--- config.mk ---
export PLATFORM = sky130hd
export DESIGN_NAME = fpc_config_regs
export DESIGN_NICKNAME = d
export VERILOG_FILES = /design/src/verilog/fpc_pkg.sv /design/src/verilog/fpc_config_regs.sv /design/src/verilog/fpc_sync.sv
export SDC_FILE = /design/constraint.sdc
export NUM_CORES = 1
export LEC_CHECK = 0
export BUFFER_PORTS_ARGS = -buffer_cell sky130_fd_sc_hd__buf_4
export CORE_MARGIN = 2
export CORE_UTILIZATION = 30
export DETAILED_ROUTE_END_ITERATION = 8
export GPL_ROUTABILITY_DRIVEN = 0
export SLEW_MARGIN = 30
export SYNTH_ARGS = -nofsm -noshare
export SYNTH_HDL_FRONTEND = slang
export SYNTH_SLANG_ARGS = --single-unit
--- constraint.sdc ---
create_clock -name pclk -period 1.3 [get_ports pclk]
set_input_delay 0.065 -clock pclk [delete_from_list [all_inputs] [get_ports pclk]]
set_output_delay 0.065 -clock pclk [all_outputs]
set_load 0.01 [all_outputs]
--- src/verilog/fpc_pkg.sv ---
// Constants and types of the floppy power and parallel-port registers.
// Assumes a 100 MHz pclk and an APB master with 32-bit data and 8-bit byte addresses.
package fpc_pkg;

  // Bus geometry.
  localparam int APB_AW = 8;

  // Register indices; the byte address is four times the index.
  localparam logic [5:0] IDX_FLOPPY_POWER = 6'h11;
  localparam logic [5:0] IDX_PPORT_CONFIG = 6'h20;
  localparam logic [5:0] IDX_IRQ_STATUS   = 6'h30;
  localparam logic [5:0] IDX_IRQ_MASK     = 6'h31;

  // Field positions of the floppy power and status register.
  localparam int FPS_AUTO_SLEEP   = 3;
  localparam int FPS_RESET_HOLD   = 2;
  localparam int FPS_IDLE         = 1;
  localparam int FPS_DIRECT_SLEEP = 0;

  // Field positions of the parallel-port configuration register.
  localparam int PPC_THRESHOLD = 7;
  localparam int PPC_MODE_HI   = 6;
  localparam int PPC_MODE_LO   = 5;

  // Reset values.
  localparam logic [7:0] FLOPPY_POWER_RST = 8'h00;
  localparam logic [7:0] PPORT_CONFIG_RST = 8'h00;
  localparam logic [5:0] IRQ_MASK_RST     = 6'h00;

  // Main status value of an idle floppy controller.
  localparam logic [7:0] FDC_IDLE_STATUS = 8'h80;

  // Parallel-port protocol mode field encoding.
  typedef enum logic [1:0] {
    FPC_MODE_ISA = 2'h0,
    FPC_MODE_PS2 = 2'h1,
    FPC_MODE_EPP = 2'h2,
    FPC_MODE_ECP = 2'h3
  } fpc_pmode_t;

  // Extended control mode codes that set the mode field.
  localparam logic [2:0] ECR_ISA = 3'h0;
  localparam logic [2:0] ECR_PS2 = 3'h1;
  localparam logic [2:0] ECR_ECP = 3'h3;

  // Configuration variants strapped at power-up.
  typedef enum logic [1:0] {
    FPC_CFG_SW_A     = 2'h0,
    FPC_CFG_SW_B     = 2'h1,
    FPC_CFG_HW_BASIC = 2'h2,
    FPC_CFG_HW_EXT   = 2'h3
  } fpc_cfg_t;

  // FIFO geometry and thresholds in bytes.
  localparam logic [4:0] FIFO_DEPTH   = 5'h10;
  localparam logic [4:0] THR_FWD_HIGH = 5'h01;
  localparam logic [4:0] THR_REV_HIGH = 5'h0f;
  localparam logic [4:0] THR_LOW      = 5'h08;

  // Timing.
  localparam real CLK_PERIOD_NS       = 10.0;
  localparam real FLOPPY_RESET_MIN_US = 1.13;
  localparam int  FLOPPY_RESET_MIN_CYC =
    int'($ceil(FLOPPY_RESET_MIN_US * 1000.0 / CLK_PERIOD_NS));
  localparam logic [7:0] FLOPPY_RESET_MIN_CNT = 8'(FLOPPY_RESET_MIN_CYC);
  localparam logic [2:0] STRAP_LOAD_AT = 3'h4;
  localparam logic [2:0] STRAP_DONE    = 3'h5;

  // Interrupt status and mask bit positions.
  localparam int IRQ_IDLE_ENTER  = 0;
  localparam int IRQ_IDLE_EXIT   = 1;
  localparam int IRQ_BUS_RESET   = 2;
  localparam int IRQ_ECR_MODE    = 3;
  localparam int IRQ_THR_REFUSED = 4;
  localparam int IRQ_SHORT_RESET = 5;
  localparam int IRQ_W           = 6;

  // Status from the floppy controller core.
  typedef struct packed {
    logic [7:0] main_status;
    logic       irq_active;
    logic       head_unload_expired;
  } fpc_fdc_stat_t;

  // Control toward the floppy controller core.
  typedef struct packed {
    logic reset;
    logic direct_sleep;
    logic auto_sleep;
  } fpc_fdc_ctrl_t;

  // Status from the parallel-port FIFO.
  typedef struct packed {
    logic [4:0] fill_count;
    logic       reverse;
    logic       isa_fifo_mode;
  } fpc_fifo_stat_t;

  // Threshold and request toward the parallel-port FIFO.
  typedef struct packed {
    logic       active;
    logic [4:0] fwd_threshold;
    logic [4:0] rev_threshold;
    logic       request;
  } fpc_fifo_req_t;

endpackage

--- src/verilog/fpc_config_regs.sv ---
// Floppy power and parallel-port configuration registers behind an APB slave.
// Assumes the cores and extended control run on pclk; pins are synchronised here.
//
// Implementation choice: register access over APB.
`timescale 1ns/1ps

// What this block does
// Auto-sleep enable allows auto powerdown when idle; clear, never.
// Reset hold set keeps the floppy core in reset like the reset drive.
// Software keeps reset hold set for at least 1.13 us.
// Idle flag sets at main status 80h, core irq off, heads unloaded.
// The idle flag clears on leaving idle and ignores writes.
// Writing one to direct sleep puts the core in direct powerdown.
// Software leaves direct powerdown by clearing the bit, then a reset.
// The reset drive also ends direct powerdown.
// Threshold select acts only in ECP or ISA-compatible FIFO mode.
// Threshold select one gives 1 forward, 15 reverse; zero gives 8.
// Threshold select takes writes only in ISA or PS/2 mode.
// A FIFO request rises at the reverse fill or forward room mark.
// The two-bit mode field picks ISA, PS/2, EPP or ECP operation.
// Mode loads its strap only in extended hardware config, else ISA.
// Codes 00 ISA, 01 PS/2, 10 EPP, 11 ECP; software never writes 11.
// Extended control forces 11 for ECP and matches ISA or PS/2.
// Reset hold and direct sleep never clear themselves.
module fpc_config_regs (
  // APB clock and reset.
  input  wire logic                          pclk,
  input  wire logic                          presetn,
  // APB slave.
  input  wire logic                          psel,
  input  wire logic                          penable,
  input  wire logic                          pwrite,
  input  wire logic [fpc_pkg::APB_AW-1:0]    paddr,
  input  wire logic [31:0]                   pwdata,
  output logic      [31:0]                   prdata,
  output logic                               pready,
  output logic                               pslverr,
  // Pins: ISA reset drive and power-up straps.
  input  wire logic                          isa_reset_drive,
  input  wire fpc_pkg::fpc_cfg_t             cfg_strap,
  input  wire logic [1:0]                    mode_strap,
  // Floppy controller core.
  input  wire fpc_pkg::fpc_fdc_stat_t        fdc_status,
  output fpc_pkg::fpc_fdc_ctrl_t             fdc_ctrl,
  // Extended control register mode updates.
  input  wire logic                          ecr_write,
  input  wire logic [2:0]                    ecr_mode,
  // Parallel-port FIFO.
  input  wire fpc_pkg::fpc_fifo_stat_t       fifo_status,
  output fpc_pkg::fpc_fifo_req_t             fifo_req,
  // Interrupt.
  output logic                               irq
);
  import fpc_pkg::*;

  // Stored register state.
  logic              floppy_auto_sleep_enable;
  logic              floppy_reset_hold;
  logic              floppy_idle_flag;
  logic              floppy_direct_sleep;
  logic              pport_fifo_threshold_select;
  fpc_pmode_t        pport_protocol_mode;
  logic [IRQ_W-1:0]  irq_status;
  logic [IRQ_W-1:0]  irq_mask;
  logic [2:0]        strap_count;
  logic [7:0]        hold_count;
  logic              bus_reset_seen;

  // Synchronised pin levels.
  logic [4:0]        pins_sync;
  wire               bus_reset   = pins_sync[4];
  wire  fpc_cfg_t    cfg_sync    = fpc_cfg_t'(pins_sync[3:2]);
  wire  [1:0]        mode_sync   = pins_sync[1:0];

  fpc_sync #(
    .WIDTH (5)
  ) u_pin_sync (
    .pclk    (pclk),
    .presetn (presetn),
    .d       ({isa_reset_drive, cfg_strap, mode_strap}),
    .q       (pins_sync)
  );

  // APB phase and address decode.
  wire       apb_setup    = psel & ~penable;
  wire       apb_access   = psel & penable;
  wire       apb_write    = apb_access & pwrite;
  wire       addr_aligned = (paddr[1:0] == 2'h0);
  wire [5:0] addr_index   = paddr[APB_AW-1:2];
  wire       hit_fps      = addr_aligned & (addr_index == IDX_FLOPPY_POWER);
  wire       hit_ppc      = addr_aligned & (addr_index == IDX_PPORT_CONFIG);
  wire       hit_ists     = addr_aligned & (addr_index == IDX_IRQ_STATUS);
  wire       hit_imask    = addr_aligned & (addr_index == IDX_IRQ_MASK);
  wire       hit_any      = hit_fps | hit_ppc | hit_ists | hit_imask;
  wire       wr_fps       = apb_write & hit_fps;
  wire       wr_ppc       = apb_write & hit_ppc;
  wire       wr_ists      = apb_write & hit_ists;
  wire       wr_imask     = apb_write & hit_imask;

  // Zero wait states; unmapped or unaligned addresses answer with an error.
  assign pready  = 1'b1;
  assign pslverr = apb_access & ~hit_any;

  // Read data selection, registered during the setup phase.
  wire [7:0] rd_fps  = {4'h0, floppy_auto_sleep_enable, floppy_reset_hold,
                        floppy_idle_flag, floppy_direct_sleep};
  wire [7:0] rd_ppc  = {pport_fifo_threshold_select, pport_protocol_mode, 5'h00};
  wire [31:0] rd_mux = hit_fps   ? {24'h000000, rd_fps} :
                       hit_ppc   ? {24'h000000, rd_ppc} :
                       hit_ists  ? {26'h0000000, irq_status} :
                       hit_imask ? {26'h0000000, irq_mask} : 32'h00000000;

  always_ff @(posedge pclk or negedge presetn) begin
    if (!presetn) begin
      prdata <= 32'h00000000;
    end else if (apb_setup & ~pwrite) begin
      prdata <= rd_mux;
    end
  end

  // Floppy idle detection from the core's status.
  wire fdc_idle_now = (fdc_status.main_status == FDC_IDLE_STATUS) &
                      ~fdc_status.irq_active &
                      fdc_status.head_unload_expired;
  wire idle_enter = fdc_idle_now & ~floppy_idle_flag;
  wire idle_exit  = ~fdc_idle_now & floppy_idle_flag;

  // Bus reset edge and reset-hold duration tracking.
  wire bus_reset_rise  = bus_reset & ~bus_reset_seen;
  wire hold_released   = wr_fps & floppy_reset_hold & ~pwdata[FPS_RESET_HOLD];
  wire short_reset     = hold_released & (hold_count < FLOPPY_RESET_MIN_CNT);

  // Floppy power register; the idle flag follows hardware.
  always_ff @(posedge pclk or negedge presetn) begin
    if (!presetn) begin
      floppy_auto_sleep_enable <= FLOPPY_POWER_RST[FPS_AUTO_SLEEP];
      floppy_reset_hold        <= FLOPPY_POWER_RST[FPS_RESET_HOLD];
      floppy_idle_flag         <= FLOPPY_POWER_RST[FPS_IDLE];
      floppy_direct_sleep      <= FLOPPY_POWER_RST[FPS_DIRECT_SLEEP];
    end else begin
      floppy_idle_flag <= fdc_idle_now; // see
      if (wr_fps) begin
        floppy_auto_sleep_enable <= pwdata[FPS_AUTO_SLEEP];
        floppy_reset_hold        <= pwdata[FPS_RESET_HOLD];
      end
      if (bus_reset) begin
        floppy_direct_sleep <= 1'b0;
      end else if (wr_fps) begin
        floppy_direct_sleep <= pwdata[FPS_DIRECT_SLEEP]; // see see
      end
    end
  end

  // Saturating count of how long reset hold has been set.
  always_ff @(posedge pclk or negedge presetn) begin
    if (!presetn) begin
      hold_count     <= 8'h00;
      bus_reset_seen <= 1'b0;
    end else begin
      bus_reset_seen <= bus_reset;
      if (!floppy_reset_hold) begin
        hold_count <= 8'h00;
      end else if (hold_count != 8'hff) begin
        hold_count <= 8'(hold_count + 8'h01);
      end
    end
  end

  // Control toward the floppy core, registered.
  wire next_fdc_reset  = floppy_reset_hold | bus_reset;
  wire next_fdc_dsleep = floppy_direct_sleep & ~bus_reset; // see
  wire next_fdc_asleep = floppy_auto_sleep_enable & floppy_idle_flag &
                         ~next_fdc_reset;

  always_ff @(posedge pclk or negedge presetn) begin
    if (!presetn) begin
      fdc_ctrl <= '0;
    end else begin
      fdc_ctrl.reset        <= next_fdc_reset;
      fdc_ctrl.direct_sleep <= next_fdc_dsleep;
      fdc_ctrl.auto_sleep   <= next_fdc_asleep;
    end
  end

  // Straps load once the synchroniser has settled after reset.
  wire strap_load = (strap_count == STRAP_LOAD_AT);

  always_ff @(posedge pclk or negedge presetn) begin
    if (!presetn) begin
      strap_count <= 3'h0;
    end else if (strap_count != STRAP_DONE) begin
      strap_count <= 3'(strap_count + 3'h1);
    end
  end

  // A strapped ECP code is illegal at power-up and falls back to ISA-compatible.
  wire        strap_is_ext = (cfg_sync == FPC_CFG_HW_EXT);
  wire        strap_legal  = (fpc_pmode_t'(mode_sync) != FPC_MODE_ECP);
  wire fpc_pmode_t strap_mode = (strap_is_ext & strap_legal) ? fpc_pmode_t'(mode_sync)
                                                             : FPC_MODE_ISA;

  // Extended control updates of the mode field.
  wire ecr_sets_isa = ecr_write & (ecr_mode == ECR_ISA);
  wire ecr_sets_ps2 = ecr_write & (ecr_mode == ECR_PS2);
  wire ecr_sets_ecp = ecr_write & (ecr_mode == ECR_ECP);
  wire ecr_hit      = ecr_sets_isa | ecr_sets_ps2 | ecr_sets_ecp;
  wire fpc_pmode_t ecr_target = ecr_sets_ecp ? FPC_MODE_ECP :
                                ecr_sets_ps2 ? FPC_MODE_PS2 : FPC_MODE_ISA;
  wire ecr_changed  = ecr_hit & (ecr_target != pport_protocol_mode);

  // Software mode writes; an ECP code from software is dropped.
  wire fpc_pmode_t sw_mode = fpc_pmode_t'(pwdata[PPC_MODE_HI:PPC_MODE_LO]);
  wire sw_mode_ok = wr_ppc & (sw_mode != FPC_MODE_ECP);

  // Strap load outranks extended control, which outranks software.
  wire fpc_pmode_t next_mode = strap_load ? strap_mode :
                               ecr_hit    ? ecr_target :
                               sw_mode_ok ? sw_mode : pport_protocol_mode;

  // Threshold select writes are accepted only in the two basic modes.
  wire thr_writable = (pport_protocol_mode == FPC_MODE_ISA) |
                      (pport_protocol_mode == FPC_MODE_PS2);
  wire thr_take     = wr_ppc & thr_writable;
  wire thr_refused  = wr_ppc & ~thr_writable &
                      (pwdata[PPC_THRESHOLD] != pport_fifo_threshold_select);

  always_ff @(posedge pclk or negedge presetn) begin
    if (!presetn) begin
      pport_fifo_threshold_select <= PPORT_CONFIG_RST[PPC_THRESHOLD];
      pport_protocol_mode <= fpc_pmode_t'(PPORT_CONFIG_RST[PPC_MODE_HI:PPC_MODE_LO]);
    end else begin
      pport_protocol_mode <= next_mode;
      if (thr_take) begin
        pport_fifo_threshold_select <= pwdata[PPC_THRESHOLD];
      end
    end
  end

  // FIFO threshold selection and request generation.
  wire       thr_active = (pport_protocol_mode == FPC_MODE_ECP) |
                          ((pport_protocol_mode == FPC_MODE_ISA) &
                           fifo_status.isa_fifo_mode);
  wire [4:0] fwd_thr    = pport_fifo_threshold_select ? THR_FWD_HIGH : THR_LOW;
  wire [4:0] rev_thr    = pport_fifo_threshold_select ? THR_REV_HIGH : THR_LOW;
  wire [4:0] free_room  = 5'(FIFO_DEPTH - fifo_status.fill_count);
  wire       rev_hit    = fifo_status.fill_count >= rev_thr;
  wire       fwd_hit    = free_room >= fwd_thr;
  wire       next_req   = thr_active &
                          (fifo_status.reverse ? rev_hit : fwd_hit);

  always_ff @(posedge pclk or negedge presetn) begin
    if (!presetn) begin
      fifo_req <= '0;
    end else begin
      fifo_req.active        <= thr_active;
      fifo_req.fwd_threshold <= fwd_thr;
      fifo_req.rev_threshold <= rev_thr;
      fifo_req.request       <= next_req;
    end
  end

  // Interrupt events; a new event wins over a write-one clear in the same cycle.
  logic [IRQ_W-1:0] irq_events;
  always_comb begin
    irq_events                  = '0;
    irq_events[IRQ_IDLE_ENTER]  = idle_enter;
    irq_events[IRQ_IDLE_EXIT]   = idle_exit;
    irq_events[IRQ_BUS_RESET]   = bus_reset_rise;
    irq_events[IRQ_ECR_MODE]    = ecr_changed;
    irq_events[IRQ_THR_REFUSED] = thr_refused;
    irq_events[IRQ_SHORT_RESET] = short_reset;
  end

  wire [IRQ_W-1:0] irq_clear       = wr_ists ? pwdata[IRQ_W-1:0] : '0;
  wire [IRQ_W-1:0] next_irq_status = (irq_status & ~irq_clear) | irq_events;

  always_ff @(posedge pclk or negedge presetn) begin
    if (!presetn) begin
      irq_status <= '0;
      irq_mask   <= IRQ_MASK_RST;
    end else begin
      irq_status <= next_irq_status;
      if (wr_imask) begin
        irq_mask <= pwdata[IRQ_W-1:0];
      end
    end
  end

  // Level interrupt while any unmasked status bit is set.
  assign irq = |(irq_status & irq_mask);

endmodule

--- src/verilog/fpc_sync.sv ---
// Three-stage synchroniser for pin inputs of the configuration block.
// Assumes pins change slowly against pclk; each bit is filtered alone.
`timescale 1ns/1ps

module fpc_sync #(
  parameter int WIDTH = 1
) (
  // Clock and reset.
  input  wire logic             pclk,
  input  wire logic             presetn,
  // Raw pin levels and the filtered result.
  input  wire logic [WIDTH-1:0] d,
  output logic      [WIDTH-1:0] q
);

  logic [WIDTH-1:0] stage1;
  logic [WIDTH-1:0] stage2;
  logic [WIDTH-1:0] stage3;

  // Stage one feeds only stage two; a change passes once stages two and three agree.
  genvar i;
  generate
    for (i = 0; i < WIDTH; i++) begin : g_bit
      always_ff @(posedge pclk or negedge presetn) begin
        if (!presetn) begin
          stage1[i] <= 1'b0;
          stage2[i] <= 1'b0;
          stage3[i] <= 1'b0;
          q[i]      <= 1'b0;
        end else begin
          stage1[i] <= d[i];
          stage2[i] <= stage1[i];
          stage3[i] <= stage2[i];
          if (stage2[i] == stage3[i]) begin
            q[i] <= stage3[i];
          end
        end
      end
    end
  endgenerate

endmodule
==> run metrics, run 1 <==
Slew Viols, Final=0; Clk Latency, worst-skew pair=0.34 ns; DR pass1 iterations=4; Mapped Cells=302; clock sinks=67; Routed wire per std cell=13.0 um; die width=109 um; Worst Setup End Kind=flop; die area=11900 sq um; Max VDD drop=0.406 mV; asr flop ratio synth=1.00; Routed Antenna Nets=0; nets@finish=512; Vert. Die Dim=109 um; status=complete, but fails checks; clock skew=0.0103 ns; Top FF cell, synth=dfrtp_1; DR iter-0 viols=125; share of post-route cells with drive strength above 1=0.408; fin crit period=1.41 ns; most frequent cells in the layout=106 x buf_4, 64 x dfrtp_1, 30 x conb_1; Synth cell types=53; setup ws final=-0.109 ns; cell count after placement=approximately 530; Yosys reg bits=67; Buffers on Ports=67; DP HPWL=5300 um; min-delay worst type=primary input to flop; failing checks=negative setup slack; largest net degree at the start of global routing=45; n_diodes=0; first-pass GRT wire length=between 10000 and 15000 um; Mean Syn Cell Area=10.9 sq um; num rows=38; clock transition at the registers of the reported paths=roughly 0.08 ns; RSZ-0062 raised after global routing=true; CTS Buf Count=9; CP arrival=about 1.6 ns; leakage=between 2 and 2.5 nW; Synth Warn #=0; sequential share of the synthesized area=0.508; Max Cap Violations=0; post-synth top area share=0.508; Fin. Hold Viols=0; GRT Util Overall=0.131; power per cell area=1090 nW/um^2; startpoint types=flop; number of flops mapped to enable cells by yosys=0; Hold WS=0.0671 ns; wirelength, routed=7470 um; deepest clock path buffer count=2; WP data required=1.52 ns; Remaining Overflow, GRT=0; Crit Path Class=flop to flop; synth top area cells=dfrtp_1 51%, buf_4 7.5%, mux2_2 4.4%, ha_1 3.8%, nand2_1 3.2%; Finished Layout Cells=576; Final period util=1.08; commonest non-fill, non-tap cell in the layout=buf_4; Mapped Area=3300 sq um; vias post-DR=between 2000 and 3000; initial core utilization=0.306; Root Driver=clkbuf_8; IO Pins=121; vias in the first global route=around 2400; DRC errors left=0; area added between synthesis and finish=42.2%; Vias/cell=4.46; cell taking the most area after synthesis=dfrtp_1; Setup Viol. Count Final=5; htree depth=3; Max Clock Freq=between 700 and 800 MHz; CP max FO=4; initial antenna violation count=0; Core ar.=10800 sq um; CTS tree=built
[synthesized netlist by cell type (all sizes together) (2+ instances only)]
master / number
maj3: 5
xor2: 4
o2bb2ai: 2
o21ai: 12
a211oi: 2
nand2: 28
mux2: 13
a21boi: 2
mux2i: 2
nor3: 5
a31o: 2
nand4b: 2
nor3b: 3
nor2b: 5
inv: 14
and3: 2
a22oi: 3
ha: 10
nor4: 7
nand3: 6
nand2b: 2
nand4: 2
dfrtp: 67
nor2: 23
a21oi: 7
a31oi: 6
xnor2: 3
conb: 2
a22o: 5
nand3b: 3
buf: 35
a221oi: 4
[routing by layer]
layer,global-route usage,wire [um],part of all wire,vias to the layer above
li1,-,-,-,1263
met1,0.169,3360,0.45,1218
met2,0.208,3630,0.49,76
met3,0.0335,373,0.050,10
met4,0.0577,105,0.014,0
met5,0,0,0,-
[final cells by class]
| class | count | area [sq um] |
|---|---|---|
| sequential | 67 | 1680 |
| timing repair buffer | 126 | 1010 |
| clock buffer | 9 | 124 |
| inverter | 14 | 52.6 |
| multi-input combinational | 213 | 1610 |
| tap | 140 | 175 |
| fill | 1023 | 6100 |
| clock inverter | 7 | 45.0 |
[where the power goes]
part | internal [W] | switching, W | total, W | leakage (nW)
sequential | 0.00231 | 0.000255 | 0.00257 | 0.807
combinational | 0.000549 | 0.000514 | 0.00106 | 1.31
clock | 0.000679 | 0.000804 | 0.00148 | 0.0770
total | 0.00354 | 0.00157 | 0.00511 | 2.20
[path summary, 6_finish.rpt]
kind	startpoint	end	slack, ns	cells after the start
worst min-delay path	fifo_status[5]	fifo_req[0]	0.07	3
worst max register to register	pport_fifo_threshold_select	fifo_req[0]	-0.11	5
worst min register to register	u_pin_sync.stage1[1]	u_pin_sync.stage2[1]	0.35	0
min in group asynchronous	presetn	u_pin_sync.stage1[4]	0.17	2
worst max-delay path	pport_fifo_threshold_select	fifo_req[0]	-0.11	5
max in group asynchronous	presetn	pport_fifo_threshold_select	0.59	3
[per-stage QoR]
stage          worst slack (ns)  setup TNS, ns  cell area [sq um]   util  total power, W
2_1_floorplan            -0.188          -2.50               3440      -         0.00312
4_1_cts                  -0.203         -0.429               4500  0.417         0.00506
6_report                 -0.109         -0.279               4690  0.435         0.00511
3_5_place_dp             -0.350          -6.96               4080  0.378         0.00348
5_1_grt                  -0.187         -0.689               4690  0.435         0.00544
3_3_place_gp             -0.315          -6.33               4080  0.378         0.00344
[critical path, stage by stage (launching register included)]
cell,delay (ns)
dfrtp_2,0.44
ha_4,0.23
nor2b_4,0.11
nand3b_1,0.12
a2111oi_4,0.31
a211oi_2,0.07
[registers in the layout (all words and copies together) (netlist names)]
name	cells
hold_count	8
prdata	8
irq_mask	6
irq_status	6
fifo_req	5
u_pin_sync.q	5
u_pin_sync.stage1	5
u_pin_sync.stage2	5
u_pin_sync.stage3	5
fdc_ctrl	3
strap_count	3
pport_protocol_mode	2
bus_reset_seen	1
floppy_auto_sleep_enable	1
floppy_direct_sleep	1
floppy_idle_flag	1
floppy_reset_hold	1
pport_fifo_threshold_select	1
[what timing repair did]
action / in CTS / in global routing
hold endpoints to repair: 82 / 0
setup buffers: 7 / 8
setup endpoints to repair: 9 / 16
gates resized for setup: 17 / 25
pin swaps: 6 / 9
hold buffers: 14 / 0
[cell families (layout without fill, tap and decap cells)]
logic type	after synthesis	count (layout)	synth area share
and+or+nand+nor	93	93	0.160
buffers and inverters	50	156	0.0970
DFF	67	67	0.508
muxes	15	15	0.0504
adders and majority gates	15	15	0.0531
AOI/OAI and AO/OA	53	53	0.111
other	2	30	0.00228
xor gates and xnor gates	7	7	0.0186
Power figures use the tool's default switching activity.
==> run 2: changes to the inputs <==
Settings changed: TNS_END_PERCENT set to 5.
==> run metrics, run 2 (synthesis gave the netlist of run 1 again) <==
status=complete, but fails checks; failing checks=negative setup slack; reg2reg end=fifo_req[0]; Max VDD drop=between 0.5 and 0.6 mV; Hold Crit Start=fifo_status[1]; post-placement cell area=between 4000 and 5000 sq um; Sequential Power Share=0.485; Routed wire per std cell=between 10 and 15 um; Design Area, Final=4580 sq um; RSZ-0062 raised after global routing=true; leakage=roughly 2.1 nW; Routed Antenna Nets=0; clock skew=0.0101 ns; die width=109 um; Hold Path Stages=4; wirelength, routed=7300 um; Worst path max stage delay=0.42 ns; setup ws final=-0.117 ns; share of post-route cells with drive strength above 1=0.382; GRT Util Overall=0.131; Critical-path top delay cell=dfrtp_1; nets@finish=500; CTS Buf Count=9; die area=11900 sq um; vias post-DR=2523; Crit Path Class=flop to flop; DR pass1 iterations=5; Vias/cell=approximately 4.5; Final period util=1.09; Fin. Hold Viols=0; Buffers on Ports=67; Max Cap Violations=0; vias in the first global route=~2500; Root Driver=clkbuf_8; htree depth=3; power per cell area=between 1000 and 1500 nW/um^2; initial core utilization=0.306; DRC errors left=0; Max Clock Freq=706 MHz; fin crit period=about 1.4 ns; n_diodes=0; P_sw=0.00155 W; largest net degree at the start of global routing=45; IO Pins=121; cell count after placement=531; clock transition at the registers of the reported paths=~0.07 ns; initial antenna violation count=0; DP HPWL=around 5500 um; Core ar.=between 10000 and 15000 sq um; Cell Chain, Critical Path=ha_4 > nor2b_4 > nand3b_1 > a2111oi_2 > a211oi_1; DR iter-0 viols=126; CTS tree=built; first-pass GRT wire length=11900 um; CP max FO=3; Sw Share=0.295; deepest clock path buffer count=2; min-delay worst type=primary input to flop; startpoint types=flop; Int Power=approximately 0.0037 W; most frequent cells in the layout=96 x buf_4, 65 x dfrtp_1, 30 x conb_1; Logic pwr share=0.194; Clk pwr share=0.321; Remaining Overflow, GRT=0; Finished Layout Cells=564; Slew Viols, Final=0; Hold WS=around 0.072 ns; WP data required=1.52 ns; largest registers=hold_count x8, prdata x8; Setup Viol. Count Final=6; post-route setup TNS=-0.333 ns; Clk Latency, worst-skew pair=0.34 ns; clock sinks=67; Vert. Die Dim=109 um; worst r2r src=pport_fifo_threshold_select; num rows=38; Hold EP=fifo_req[0]; reg2reg setup slack=-0.12 ns; fillers=1041; CP arrival=between 1.5 and 2 ns; commonest non-fill, non-tap cell in the layout=buf_4; Worst Setup End Kind=flop; Util after Layout=0.424; worst-case reg-to-reg path depth=5; area added between synthesis and finish=38.7%
run 2: power groups by stage:
stage | Sequential, W | Combinational, W | Clock, W
detailed placement | 0.00256 | 0.000919 | 0
global placement | 0.00255 | 0.000892 | 0
CTS | 0.00254 | 0.000991 | 0.00176
floorplan | 0.00252 | 0.000587 | 0
finish | 0.00256 | 0.00102 | 0.00169
global route | 0.00259 | 0.00115 | 0.00187
run 2: layout make-up:
cell class	instances	area, sq um	share of cell area
clock inverters	6	66.3	0.0145
inverters	14	52.6	0.0115
well taps	140	175	0.0383
repair buffers	114	915	0.200
flip-flops and latches	67	1680	0.367
multi-input cells	213	1560	0.341
clock buffers	10	128	0.0279
run 2: per-stage QoR:
step                power, W  setup WS (ns)
CTS                  0.00529         -0.132
global route         0.00562         -0.219
finish               0.00527         -0.117
global placement     0.00345         -0.323
floorplan            0.00311         -0.189
detailed placement   0.00348         -0.348
run 2: worst max-delay path: cells and delay by family, from the launching register on:
kind	cells	cell delay [ns]
simple gates	2	0.20
flops	1	0.42
compound gates	2	0.45
fa+ha+maj	1	0.23
run 2: routing by layer:
layer	track usage	part of all wire	vias up
met5	0	0	-
met4	0.0476	0.013	0
met3	0.0353	0.062	9
met2	0.214	0.49	87
met1	0.166	0.44	1187
li1	-	-	1240
run 2: worst max-delay path by stage:
stage                                 from  depth (start not counted)  slack, ns                endpoint
2_1_floorplan                     paddr[1]                          5      -0.19  pport_protocol_mode[0]
3_3_place_gp                      paddr[1]                          5      -0.32             irq_mask[0]
3_5_place_dp                      paddr[1]                          5      -0.35             irq_mask[5]
4_1_cts        pport_fifo_threshold_select                          5      -0.13             fifo_req[0]
5_1_grt        pport_fifo_threshold_select                          5      -0.22             fifo_req[0]
6_report       pport_fifo_threshold_select                          5      -0.12             fifo_req[0]
run 2: what timing repair did:
| action | in CTS | in global routing |
|---|---|---|
| hold buffers | 14 | 0 |
| endpoints found under the hold margin | 83 | 0 |
| resized for setup | 22 | 14 |
| pin swaps | 6 | 8 |
| endpoints found under the setup margin | 10 | 23 |
| buffers inserted | 3 | 0 |
